==> src/design/cbbce_pkg.sv <==
// Constants shared by the branch and bit-clear execution slice
// Operation
// (RL1) Branch-on-carry opcode with carry set takes the branch, else falls through.
// (RL2) Branch-on-negative opcode with negative set takes the branch, else falls through.
// (RL3) Low opcode byte is a signed offset -128..127, doubled before use.
// (RL4) Taken target equals instruction address plus 2 plus twice the offset.
// (RL5) Branch takes one cycle, two when taken; extra cycle does nothing.
// (RL6) Bit clear: decode, read file, modify, write back within one cycle.
// (RL7) Bit clear forces selected bit 0..7 of the addressed file register to zero.
// (RL8) Bank flag 0 addresses the common quick-access bank.
// (RL9) Bank flag 1 forms address from bank select register and file address.
// (RL10) Bank flag 0, extended set on, address up to 95: indexed literal offset.
// (RL11) Bit clear keeps other bits; branches and bit clear keep status flags.
// (RL12) And-work-with-file ANDs W and file in one cycle, updating negative and zero.
// (RL13) And-work-with-file destination 0 writes W, destination 1 writes the file.
package cbbce_pkg;
  // Widths
  localparam int PC_W   = 21;
  localparam int DADR_W = 12;
  localparam int APB_AW = 8;
  // Quarter phases of one instruction cycle
  localparam logic [1:0] PH_Q1 = 2'h0;
  localparam logic [1:0] PH_Q2 = 2'h1;
  localparam logic [1:0] PH_Q3 = 2'h2;
  localparam logic [1:0] PH_Q4 = 2'h3;
  // Opcode patterns
  localparam logic [7:0] OP_BR_CARRY = 8'he2;
  localparam logic [7:0] OP_BR_NEG   = 8'he6;
  localparam logic [3:0] OP_BITCLR   = 4'h9;
  localparam logic [5:0] OP_AND_WORK_WITH_FILE    = 6'h05;
  // Opcode field positions
  localparam int F_DEST = 9;
  localparam int F_BANK = 8;
  localparam int F_BITN = 9;
  // Addressing
  localparam logic [7:0] ACC_SPLIT  = 8'h80;
  localparam logic [7:0] IDX_LIMIT  = 8'h5f;
  localparam logic [3:0] ACC_HI_BNK = 4'hf;
  // Register byte offsets
  localparam logic [APB_AW-1:0] A_CTRL   = 8'h00;
  localparam logic [APB_AW-1:0] A_BANK   = 8'h04;
  localparam logic [APB_AW-1:0] A_STATUS = 8'h08;
  localparam logic [APB_AW-1:0] A_WORK   = 8'h0c;
  localparam logic [APB_AW-1:0] A_IDXB   = 8'h10;
  localparam logic [APB_AW-1:0] A_PC     = 8'h14;
  localparam logic [APB_AW-1:0] A_STATE  = 8'h18;
  // Field positions
  localparam int CTRL_RUN = 0;
  localparam int CTRL_EXT = 1;
  localparam int ST_C     = 0;
  localparam int ST_Z     = 1;
  localparam int ST_N     = 2;
  // Reset values
  localparam logic [1:0]        CTRL_RST = 2'h0;
  localparam logic [3:0]        BANK_RST = 4'h0;
  localparam logic [2:0]        STAT_RST = 3'h0;
  localparam logic [7:0]        WORK_RST = 8'h00;
  localparam logic [DADR_W-1:0] IDXB_RST = 12'h000;
  localparam logic [PC_W-1:0]   PC_RST   = 21'h000000;
  localparam logic [PC_W-1:0]   PC_STEP  = 21'h000002;
endpackage : cbbce_pkg

==> src/design/cbbce_core.sv <==
// Execution slice: conditional branches, bit clear, and-work-with-file
//
// The address map and register access over APB were decided locally.
`timescale 1ns/1ns
module cbbce_core (
  // Clock and reset
  input  wire logic                         clk,
  input  wire logic                         sys_rst,
  // Instruction fetch
  input  wire logic [15:0]                  instrWord,
  input  wire logic                         instrValid,
  output logic                              instrReady,
  output logic      [cbbce_pkg::PC_W-1:0]   pcOut,
  // Data memory
  output logic      [cbbce_pkg::DADR_W-1:0] dmemAddr,
  output logic                              dmemRe,
  output logic                              dmemWe,
  output logic      [7:0]                   dmemWdata,
  input  wire logic [7:0]                   dmemRdata,
  // APB slave
  input  wire logic                         psel,
  input  wire logic                         penable,
  input  wire logic                         pwrite,
  input  wire logic [cbbce_pkg::APB_AW-1:0] paddr,
  input  wire logic [31:0]                  pwdata,
  output logic      [31:0]                  prdata,
  output logic                              pready,
  output logic                              pslverr
);
  typedef enum logic [2:0] {
    K_NONE, K_BRC, K_BRN, K_BCLR, K_AND
  } cbbce_kind_e;

  typedef enum logic {
    EX_RUN, EX_BUBBLE
  } cbbce_exec_e;

  logic [1:0]                   phase_r;
  cbbce_exec_e                  exec_r;
  cbbce_exec_e                  exec_nxt;
  cbbce_kind_e                  kind_r;
  cbbce_kind_e                  kindDec;
  logic [15:0]                  instr_r;
  logic [cbbce_pkg::PC_W-1:0]   pc_r;
  logic [cbbce_pkg::PC_W-1:0]   brOffset;
  logic [cbbce_pkg::DADR_W-1:0] addrDec;
  logic [cbbce_pkg::DADR_W-1:0] addr_r;
  logic [7:0]                   result_r;
  logic                         taken_r;
  logic [1:0]                   ctrl_r;
  logic [3:0]                   bank_r;
  logic [2:0]                   status_r;
  logic [7:0]                   work_r;
  logic [cbbce_pkg::DADR_W-1:0] idxBase_r;
  logic [31:0]                  rdata_r;
  logic                         err_r;
  logic                         take;
  logic                         fileOp;
  logic                         atQ4;
  logic                         apbSetup;
  logic                         apbWrite;
  logic                         mapped;
  logic [31:0]                  rdMux;

  // Decode straight from the fetched word
  always_comb begin
    if (instrWord[15:8] == cbbce_pkg::OP_BR_CARRY) begin
      kindDec = K_BRC; // RL1
    end else if (instrWord[15:8] == cbbce_pkg::OP_BR_NEG) begin
      kindDec = K_BRN; // RL2
    end else if (instrWord[15:12] == cbbce_pkg::OP_BITCLR) begin
      kindDec = K_BCLR; // RL7
    end else if (instrWord[15:10] == cbbce_pkg::OP_AND_WORK_WITH_FILE) begin
      kindDec = K_AND; // RL12
    end else begin
      kindDec = K_NONE;
    end
  end

  cbbce_addr_gen u_addr (
    .fileAddr (instrWord[7:0]),
    .bankFlag (instrWord[cbbce_pkg::F_BANK]),
    .bankSel  (bank_r),
    .extEn    (ctrl_r[cbbce_pkg::CTRL_EXT]),
    .idxBase  (idxBase_r),
    .dataAddr (addrDec)
  );

  // Signed literal doubled to a word offset
  assign brOffset = {{(cbbce_pkg::PC_W - 9){instr_r[7]}},
                     instr_r[7:0], 1'b0}; // RL3

  assign instrReady = (phase_r == cbbce_pkg::PH_Q1) && (exec_r == EX_RUN)
                      && ctrl_r[cbbce_pkg::CTRL_RUN];
  assign take       = instrReady && instrValid;
  assign fileOp     = (kind_r == K_BCLR) || (kind_r == K_AND);
  assign atQ4       = phase_r == cbbce_pkg::PH_Q4;
  assign pcOut      = pc_r;
  assign dmemAddr   = addr_r;
  assign dmemWdata  = result_r;
  assign dmemRe     = (phase_r == cbbce_pkg::PH_Q2) && fileOp; // RL6
  assign dmemWe     = atQ4 && ((kind_r == K_BCLR) ||
                      ((kind_r == K_AND) &&
                       instr_r[cbbce_pkg::F_DEST])); // RL6 RL13

  // Quarter-phase counter
  always_ff @(posedge clk or posedge sys_rst) begin
    if (sys_rst) begin
      phase_r <= cbbce_pkg::PH_Q1;
    end else begin
      phase_r <= phase_r + 2'h1;
    end
  end

  // Second cycle of a taken branch is a bubble
  always_comb begin
    exec_nxt = exec_r;
    if (atQ4) begin
      case (exec_r)
        EX_RUN:    exec_nxt = taken_r ? EX_BUBBLE : EX_RUN; // RL5
        EX_BUBBLE: exec_nxt = EX_RUN; // RL5
        default:   exec_nxt = EX_RUN;
      endcase
    end
  end

  always_ff @(posedge clk or posedge sys_rst) begin
    if (sys_rst) begin
      exec_r <= EX_RUN;
    end else begin
      exec_r <= exec_nxt;
    end
  end

  // Instruction latch at the end of Q1
  always_ff @(posedge clk or posedge sys_rst) begin
    if (sys_rst) begin
      kind_r  <= K_NONE;
      instr_r <= 16'h0000;
      addr_r  <= '0;
    end else if (phase_r == cbbce_pkg::PH_Q1) begin
      if (take) begin
        kind_r  <= kindDec;
        instr_r <= instrWord;
        addr_r  <= addrDec;
      end else begin
        kind_r  <= K_NONE; // RL5
      end
    end
  end

  // Branch decision and data processing at the end of Q3
  always_ff @(posedge clk or posedge sys_rst) begin
    if (sys_rst) begin
      taken_r  <= 1'b0;
      result_r <= 8'h00;
    end else if (phase_r == cbbce_pkg::PH_Q3) begin
      case (kind_r)
        K_BRC:   taken_r <= status_r[cbbce_pkg::ST_C]; // RL1
        K_BRN:   taken_r <= status_r[cbbce_pkg::ST_N]; // RL2
        default: taken_r <= 1'b0;
      endcase
      case (kind_r)
        K_BCLR:  result_r <= dmemRdata &
                   ~(8'h01 << instr_r[cbbce_pkg::F_BITN +: 3]); // RL7 RL11
        K_AND:   result_r <= work_r & dmemRdata; // RL12
        default: result_r <= result_r;
      endcase
    end else if (atQ4) begin
      taken_r <= 1'b0;
    end
  end

  // Program counter: fetch advance and taken branch
  always_ff @(posedge clk or posedge sys_rst) begin
    if (sys_rst) begin
      pc_r <= cbbce_pkg::PC_RST;
    end else if (apbWrite && paddr == cbbce_pkg::A_PC) begin
      pc_r <= pwdata[cbbce_pkg::PC_W-1:0];
    end else if (take) begin
      pc_r <= pc_r + cbbce_pkg::PC_STEP; // RL4
    end else if (atQ4 && taken_r) begin
      pc_r <= pc_r + brOffset; // RL4
    end
  end

  // Status flags: only and-work-with-file and an APB write to A_STATUS touch N and Z
  always_ff @(posedge clk or posedge sys_rst) begin
    if (sys_rst) begin
      status_r <= cbbce_pkg::STAT_RST;
    end else if (atQ4 && kind_r == K_AND) begin
      status_r[cbbce_pkg::ST_N] <= result_r[7]; // RL12
      status_r[cbbce_pkg::ST_Z] <= result_r == 8'h00; // RL12
    end else if (apbWrite && paddr == cbbce_pkg::A_STATUS) begin
      status_r <= pwdata[2:0]; // RL11
    end
  end

  // Working register
  always_ff @(posedge clk or posedge sys_rst) begin
    if (sys_rst) begin
      work_r <= cbbce_pkg::WORK_RST;
    end else if (atQ4 && kind_r == K_AND &&
                 !instr_r[cbbce_pkg::F_DEST]) begin
      work_r <= result_r; // RL13
    end else if (apbWrite && paddr == cbbce_pkg::A_WORK) begin
      work_r <= pwdata[7:0];
    end
  end

  // Software configuration registers
  assign apbSetup = psel && !penable;
  assign apbWrite = psel && penable && pwrite;

  always_ff @(posedge clk or posedge sys_rst) begin
    if (sys_rst) begin
      ctrl_r    <= cbbce_pkg::CTRL_RST;
      bank_r    <= cbbce_pkg::BANK_RST;
      idxBase_r <= cbbce_pkg::IDXB_RST;
    end else if (apbWrite) begin
      case (paddr)
        cbbce_pkg::A_CTRL: ctrl_r    <= pwdata[1:0];
        cbbce_pkg::A_BANK: bank_r    <= pwdata[3:0];
        cbbce_pkg::A_IDXB: idxBase_r <= pwdata[cbbce_pkg::DADR_W-1:0];
        default:           ctrl_r    <= ctrl_r;
      endcase
    end
  end

  // Read mux and address check
  always_comb begin
    rdMux  = 32'h00000000;
    mapped = 1'b1;
    case (paddr)
      cbbce_pkg::A_CTRL:   rdMux = {30'h0, ctrl_r};
      cbbce_pkg::A_BANK:   rdMux = {28'h0, bank_r};
      cbbce_pkg::A_STATUS: rdMux = {29'h0, status_r};
      cbbce_pkg::A_WORK:   rdMux = {24'h0, work_r};
      cbbce_pkg::A_IDXB:   rdMux = {20'h0, idxBase_r};
      cbbce_pkg::A_PC:     rdMux = {11'h0, pc_r};
      cbbce_pkg::A_STATE:  rdMux = {28'h0, exec_r == EX_BUBBLE,
                                    kind_r};
      default:             mapped = 1'b0;
    endcase
  end

  // Read data and error are captured in the setup cycle
  always_ff @(posedge clk or posedge sys_rst) begin
    if (sys_rst) begin
      rdata_r <= 32'h00000000;
      err_r   <= 1'b0;
    end else if (apbSetup) begin
      rdata_r <= pwrite ? 32'h00000000 : rdMux;
      err_r   <= !mapped;
    end
  end

  assign pready  = 1'b1;
  assign prdata  = rdata_r;
  assign pslverr = psel && penable && err_r;
endmodule : cbbce_core

==> src/design/cbbce_addr_gen.sv <==
// Data address former for file-register operands
`timescale 1ns/1ns
module cbbce_addr_gen (
  // Opcode fields
  input  wire logic [7:0]                   fileAddr,
  input  wire logic                         bankFlag,
  // Addressing state
  input  wire logic [3:0]                   bankSel,
  input  wire logic                         extEn,
  input  wire logic [cbbce_pkg::DADR_W-1:0] idxBase,
  // Result
  output logic      [cbbce_pkg::DADR_W-1:0] dataAddr
);
  always_comb begin
    if (bankFlag) begin
      dataAddr = {bankSel, fileAddr}; // RL9
    end else if (extEn && fileAddr <= cbbce_pkg::IDX_LIMIT) begin
      dataAddr = idxBase + {4'h0, fileAddr}; // RL10
    end else if (fileAddr < cbbce_pkg::ACC_SPLIT) begin
      dataAddr = {4'h0, fileAddr}; // RL8
    end else begin
      dataAddr = {cbbce_pkg::ACC_HI_BNK, fileAddr}; // RL8
    end
  end
endmodule : cbbce_addr_gen

==> config.mk <==
export PLATFORM = sky130hd
export DESIGN_NAME = cbbce_core
export DESIGN_NICKNAME = d
export VERILOG_FILES = /design/src/design/cbbce_pkg.sv /design/src/design/cbbce_core.sv /design/src/design/cbbce_addr_gen.sv
export SDC_FILE = /design/constraint.sdc
export NUM_CORES = 1
export LEC_CHECK = 0
export BUFFER_PORTS_ARGS = -buffer_cell sky130_fd_sc_hd__buf_2
export CAP_MARGIN = 10
export CORE_MARGIN = 4
export CORE_UTILIZATION = 40
export DETAILED_ROUTE_END_ITERATION = 16
export GPL_TIMING_DRIVEN = 0
export PLACE_DENSITY = 0.59
export RECOVER_POWER = 50
export SYNTH_ARGS = -nofsm -noshare
export SYNTH_HDL_FRONTEND = slang
export SYNTH_SLANG_ARGS = --single-unit
==> constraint.sdc <==
create_clock -name clk -period 4.8 [get_ports clk]
set_input_delay 0.96 -clock clk [delete_from_list [all_inputs] [get_ports clk]]
set_output_delay 0.96 -clock clk [all_outputs]
set_load 0.005 [all_outputs]
==> flow_summary.json, run 1 <==
{
  "nets": 934,
  "netlist.area_leader.share": 0.424,
  "antenna_cells": 0,
  "max_slew_margin": -0.655,
  "synth_seq_cells": 110,
  "vias": 5870,
  "finalInstanceArea_sq_mm": 0.00774,
  "required_ps": 5070,
  "antenna_found_initial": 0,
  "fmax_mhz": 241,
  "rows": 46,
  "track_usage": 0.215,
  "hold_class": "flop to flop",
  "tns_ps": 0,
  "syn_inst": 698,
  "vdd_drop_max_mv": 0.187,
  "dieArea_sq_mm": 0.0183,
  "post-route-min-period_ps": 4150,
  "final-seq-area_sq_mm": 0.00275,
  "drc": 0,
  "fin_crit_sh": 0.866,
  "ios": 148,
  "ys_seq_area_frac": 0.424,
  "clk_latency_ps": 360,
  "clock-root-buffer": "clkbuf_16",
  "async_flop_share": 1.00,
  "die_y_microns": 135,
  "grt_max_degree": 58,
  "critPathMaxFanout": 10,
  "synth_flop_cell": "dfrtp_1",
  "powerDensity_mw_per_mm2": 255,
  "gp_congestion": 0.852,
  "final_util": 0.487,
  "arrival_ps": 4430,
  "cts_buffers": 9,
  "cts_tree": "yes",
  "leakage_nw": 3.72,
  "postSynthAreaPerCell_sq_um": 9.30,
  "ant_nets": 0,
  "start_util": 0.409,
  "max_cap_viol_count": 1,
  "cts_sinks": 110,
  "wl_mm": 19.6,
  "path_class": "flop to flop",
  "grt_pass1_vias": 5753,
  "ctsResizeCount": 0,
  "holdWs_ps": 479,
  "vias_per_cell": 5.52,
  "area_delta_synth_final_pct": 19.3,
  "core_area_sq_mm": 0.0159,
  "h-tree-depth": 3,
  "setup_ws_ps": 645,
  "clockBufferDepth": 2,
  "firstDrtPassIters": 6,
  "synth_edf_count": 0,
  "cp-start-kind": "flop",
  "cts_setup_buffers": 0,
  "dp_hpwl_mm": 15.4,
  "fillers": 1559,
  "yosysUniqueCellTypes": 71,
  "drtIter0Drc": 513,
  "status": "finished with violations",
  "syn_area_sq_mm": 0.00649,
  "grt_overflow": 0,
  "multi_input_area_sq_mm": 0.00349,
  "grt_pass1_wl_mm": 31.0,
  "placed_area_sq_mm": 0.00744,
  "hold_viol": 0,
  "tightestPinTransition_ps": 2470,
  "yosys-top-cells-area": "dfrtp_1 42%, nand2_1 5.4%, o21ai_0 5.1%, mux2i_1 4.9%, mux2_2 4.0%",
  "rsz0062_at_grt": "no",
  "ctsHoldBuffers": 0,
  "synth_warnings": 0,
  "die-width_microns": 135,
  "wl_per_cell_microns": 18.4,
  "failed_checks": "max-capacitance violations, max-slew violations",
  "finClkSkew_ps": 8.63,
  "clk_pin_slew_ps": 70,
  "setup_viol": 0,
  "layout-drive-gt1-share": 0.204,
  "place_ws_ps": 366,
  "io_buffers": 123,
  "rrSetupSlack_ps": 650,
  "slew_viol_final": 55,
  "end_kind": "flop",
  "synth_top_cell_by_area": "dfrtp_1"
}
-- placed cells by master, fill, tap and decap left out, types with 11 or more instances in the layout --
cell	n
dfrtp_1	110
buf_2	109
nand2_1	93
o21ai_0	66
clkbuf_1	46
nor2_1	40
mux2i_1	32
a21oi_1	29
mux2_2	23
nand3_1	22
ha_1	19
nor3_1	17
inv_1	13
buf_4	12
conb_1	12
xnor2_1	11
-- flip-flops by register name, summed over array words and instances, names as in the netlist, 3 cells and up --
| register | flops |
|---|---|
| prdata | 21 |
| status_r | 3 |
| work_r | 8 |
| dmemWdata | 8 |
| idxBase_r | 12 |
| instr_r | 11 |
| kind_r | 3 |
| bank_r | 4 |
| pcOut | 21 |
| dmemAddr | 12 |
-- stage by stage --
stage          cells  power [W]
2_1_floorplan    708    0.00106
3_3_place_gp    1047    0.00112
3_5_place_dp    1048    0.00113
4_1_cts         1064    0.00199
5_1_grt         1064    0.00204
6_report        1064    0.00197
-- metal layers --
layer  track usage  vias up  wire (microns)  share of wire
li1              -     2800               -              -
met1         0.284     2831            8430           0.43
met2         0.353      212            9450           0.48
met3        0.0550       27            1310          0.067
met4        0.0594        0             379          0.019
met5             0        -               0              0
-- power breakdown --
| group | internal [W] | leakage [nW] | switching, W |
|---|---|---|---|
| clock | 0.000510 | 0.159 | 0.000354 |
| combinational | 0.0000627 | 2.10 | 0.0000934 |
| sequential | 0.000939 | 1.46 | 0.0000125 |
-- synthesized netlist by cell type (all sizes together), types with 14 or more instances --
cell,instances
a21oi,29
buf,17
clkbuf,31
dfrtp,110
ha,19
inv,14
mux2,23
mux2i,32
nand2,93
nand3,22
nor2,41
nor3,17
o21ai,67
-- logic make-up (layout without fill, tap and decap cells) --
logic type                 count (synthesis)  count (layout)  synth area share
and+or+nand+nor                          259             259             0.205
AOI/OAI and AO/OA                        173             173             0.173
DFF                                      110             110             0.424
buffers and inverters                     62             202            0.0432
muxes                                     55              55            0.0893
adders and majority gates                 21              21            0.0428
xor gates and xnor gates                  16              16            0.0216
other                                      2              12           0.00116
-- cell type report --
class / instances / area share
well taps: 216 / 0.0349
plain buffers: 48 / 0.0294
flip-flops and latches: 110 / 0.356
multi-input cells: 536 / 0.452
inverters: 14 / 0.00695
clock inverters: 6 / 0.0142
clock buffers: 10 / 0.0296
repair buffers: 124 / 0.0778
-- path summary, 6_finish.rpt --
path                                       endpoint              startpoint  cells past startpoint
max                           pcOut[19]$_DFFE_PP0N_    phase_r[0]$_DFF_PP0_                     16
min                          instr_r[0]$_DFFE_PP0P_  instr_r[0]$_DFFE_PP0P_                      2
max reg2reg                   pcOut[19]$_DFFE_PP0N_    phase_r[0]$_DFF_PP0_                     16
min reg2reg                  instr_r[0]$_DFFE_PP0P_  instr_r[0]$_DFFE_PP0P_                      2
max in group asynchronous  dmemWdata[1]$_DFFE_PP0P_                 sys_rst                      3
min in group asynchronous    prdata[12]$_DFFE_PP0P_                 sys_rst                      2
-- worst max-delay path, stage by stage, from the launching register on --
cell	delay, ps
dfrtp_1	400
inv_1	110
ha_1	240
nand4b_1	330
clkbuf_1	310
clkbuf_1	280
nand2b_1	140
ha_1	220
inv_1	70
fa_1	380
nor2b_1	200
o31a_1	200
o22a_1	140
clkbuf_1	370
mux2_2	410
nand3_1	80
nor3b_1	180
No activity file was read; power rests on OpenSTA's default activity.
==> run 2: changes to the inputs <==
--- a/config.mk
+++ b/config.mk
@@ -11,7 +11,7 @@
 export CORE_UTILIZATION = 40
 export DETAILED_ROUTE_END_ITERATION = 16
 export GPL_TIMING_DRIVEN = 0
-export PLACE_DENSITY = 0.59
+export PLACE_DENSITY = 0.72
 export RECOVER_POWER = 50
 export SYNTH_ARGS = -nofsm -noshare
 export SYNTH_HDL_FRONTEND = slang
==> run 2 against run 1 <==
  * The run still ends with max-capacitance violations, max-slew violations left
  * Sequential cell count stayed put
  * Clock skew is 0.67 ps lower
  * Global-route usage is 1.0 points lower
  * Routed wire length is 4.3% lower
  * Sequential power hardly changed
  * Maximum frequency is 1.8% lower
  * Sequential share of layout area is 0.18 points higher
  * Largest cell class unchanged
==> flow_summary.json, run 2 (same netlist as run 1, synthesis figures left out) <==
{
  "die-width_microns": 135,
  "arrival_ps": 4500,
  "finClkSkew_ps": 7.97,
  "failed_checks": "max-capacitance violations, max-slew violations",
  "clk_latency_ps": 360,
  "grt_pass1_wl_mm": 29.7,
  "swShare": 0.239,
  "rrSetupSlack_ps": 570,
  "post-route-min-period_ps": 4230,
  "leakage_nw": 3.70,
  "layout-drive-gt1-share": 0.202,
  "setup_viol": 0,
  "critPathMaxFanout": 10,
  "h-tree-depth": 3,
  "status": "finished with violations",
  "firstDrtPassIters": 6,
  "grt_pass1_vias": 5541,
  "p_int_w": 0.00143,
  "final_cell_mix": "110 x dfrtp_1, 107 x buf_2, 93 x nand2_1",
  "core_area_sq_mm": 0.0159,
  "combPwrFrac": 0.082,
  "layout_commonest_cell": "dfrtp_1",
  "clock-root-buffer": "clkbuf_16",
  "whs_endpoint": "instr_r[0]$_DFFE_PP0P_",
  "clockBufferDepth": 2,
  "rows": 46,
  "rr_startpoint": "phase_r[0]$_DFF_PP0_",
  "cts_tree": "yes",
  "slowest_stage": "mux2_2",
  "antenna_found_initial": 0,
  "nets": 934,
  "slew_viol_final": 62,
  "path_common_cell": "clkbuf_1",
  "cp_cell_sequence": "inv_1 > ha_1 > nand4b_1 > clkbuf_1 > clkbuf_1 > nand2b_1 > ha_1 > inv_1 > fa_1 > nor2b_1 > o31a_1 > o22a_1 > clkbuf_1 > mux2_2 > nand3_1 > nor3b_1",
  "p_sw_w": 0.000450,
  "finalPower_w": 0.00188,
  "min_from": "instr_r[0]$_DFFE_PP0P_",
  "ctsHoldBuffers": 0,
  "p_seq_frac": 0.505,
  "required_ps": 5070,
  "fmax_mhz": 236,
  "area_delta_synth_final_pct": 18.6,
  "antenna_cells": 0,
  "io_buffers": 123,
  "holdWs_ps": 475,
  "start_util": 0.409,
  "vias_per_cell": 5.52,
  "vdd_drop_max_mv": 0.193,
  "worstRegToRegCells": 16,
  "ios": 148,
  "hold_class": "flop to flop",
  "die_y_microns": 135,
  "hold_path_depth": 2,
  "critPathMaxStageDelay_ps": 420,
  "grt_max_degree": 62,
  "track_usage": 0.205,
  "powerDensity_mw_per_mm2": 245,
  "dieArea_sq_mm": 0.0183,
  "cts_setup_buffers": 0,
  "wl_per_cell_microns": 17.6,
  "hold_viol": 0,
  "tightestPinTransition_ps": 2680,
  "rsz0062_at_grt": "no",
  "end_kind": "flop",
  "wl_mm": 18.7,
  "fin_crit_sh": 0.882,
  "drtIter0Drc": 442,
  "clock_power_share": 0.413,
  "ant_nets": 0,
  "max_slew_margin": -0.795,
  "vias": 5870,
  "grt_overflow": 0,
  "clk_pin_slew_ps": 70,
  "gp_congestion": 0.832,
  "place_ws_ps": 283,
  "path_class": "flop to flop",
  "max_cap_viol_count": 1,
  "ctsResizeCount": 0,
  "drc": 0,
  "regToRegEndpoint": "pcOut[19]$_DFFE_PP0N_",
  "cts_buffers": 9,
  "setup_ws_ps": 569,
  "cp-start-kind": "flop",
  "dp_hpwl_mm": 14.6,
  "cts_sinks": 110
}
run 2: cell types whose count changed in the layout (fill, tap and decap cells not counted), sizes merged:
cell,change
buf,-1
bufinv,-2
clkinvlp,-2
clkinv,+2
clkbuf,+3
run 2: how the worst max path moves through the flow:
stage,startpoint,end,slack [ps],cells after the start
finish,phase_r[0]$_DFF_PP0_,pcOut[19]$_DFFE_PP0N_,570,16
global route,phase_r[0]$_DFF_PP0_,pcOut[19]$_DFFE_PP0N_,190,16
global placement,sys_rst,phase_r[0]$_DFF_PP0_,-420,2
detailed placement,instrValid,pcOut[19]$_DFFE_PP0N_,280,13
CTS,phase_r[0]$_DFF_PP0_,pcOut[19]$_DFFE_PP0N_,560,16
floorplan,sys_rst,bank_r[0]$_DFFE_PP0P_,940,1
run 2: through the flow:
| step | std cells | instance area (sq um) | TNS (ps) | util |
|---|---|---|---|---|
| floorplan | 708 | 6530 | 0 | - |
| CTS | 1064 | 7740 | 0 | 0.488 |
| detailed placement | 1048 | 7440 | 0 | 0.469 |
| finish | 1064 | 7700 | 0 | 0.485 |
| global route | 1064 | 7700 | 0 | 0.485 |
| global placement | 1047 | 7410 | -45790 | 0.467 |
run 2: worst max-delay path, delay by kind of cell (launching register included):
family / cells / cell delay (ps)
AND/OR/NAND/NOR: 5 / 930
adder cells (fa/ha/maj): 3 / 830
AO/OA/AOI/OAI: 2 / 360
multiplexers: 1 / 420
buffers and inverters: 5 / 1190
flip-flops: 1 / 400
run 2: power groups by stage:
stage / sequential (W) / clock, W / combinational, W
4_1_cts: 0.000951 / 0.000791 / 0.000158
5_1_grt: 0.000953 / 0.000827 / 0.000173
2_1_floorplan: 0.000966 / 0 / 0.0000892
6_report: 0.000951 / 0.000778 / 0.000155
3_5_place_dp: 0.000969 / 0 / 0.000157
3_3_place_gp: 0.000969 / 0 / 0.000152
run 2: final cells by class:
class                           instances  area [sq um]
Clock buffer                           12           256
Buffer                                 48           228
Multi-Input combinational cell        536          3490
Fill cell                            1585          8190
Tap cell                              216           270
Sequential cell                       110          2750
Timing Repair Buffer                  124           599
Inverter                               14          53.8
Clock inverter                          4          45.0
run 2: metal layers:
layer / global-route usage / routed length (microns) / vias to the layer above
met5: 0 / 0 / -
met4: 0.0661 / 460 / 0
met3: 0.0446 / 1350 / 33
met2: 0.328 / 8770 / 225
met1: 0.278 / 8140 / 2797
li1: - / - / 2815
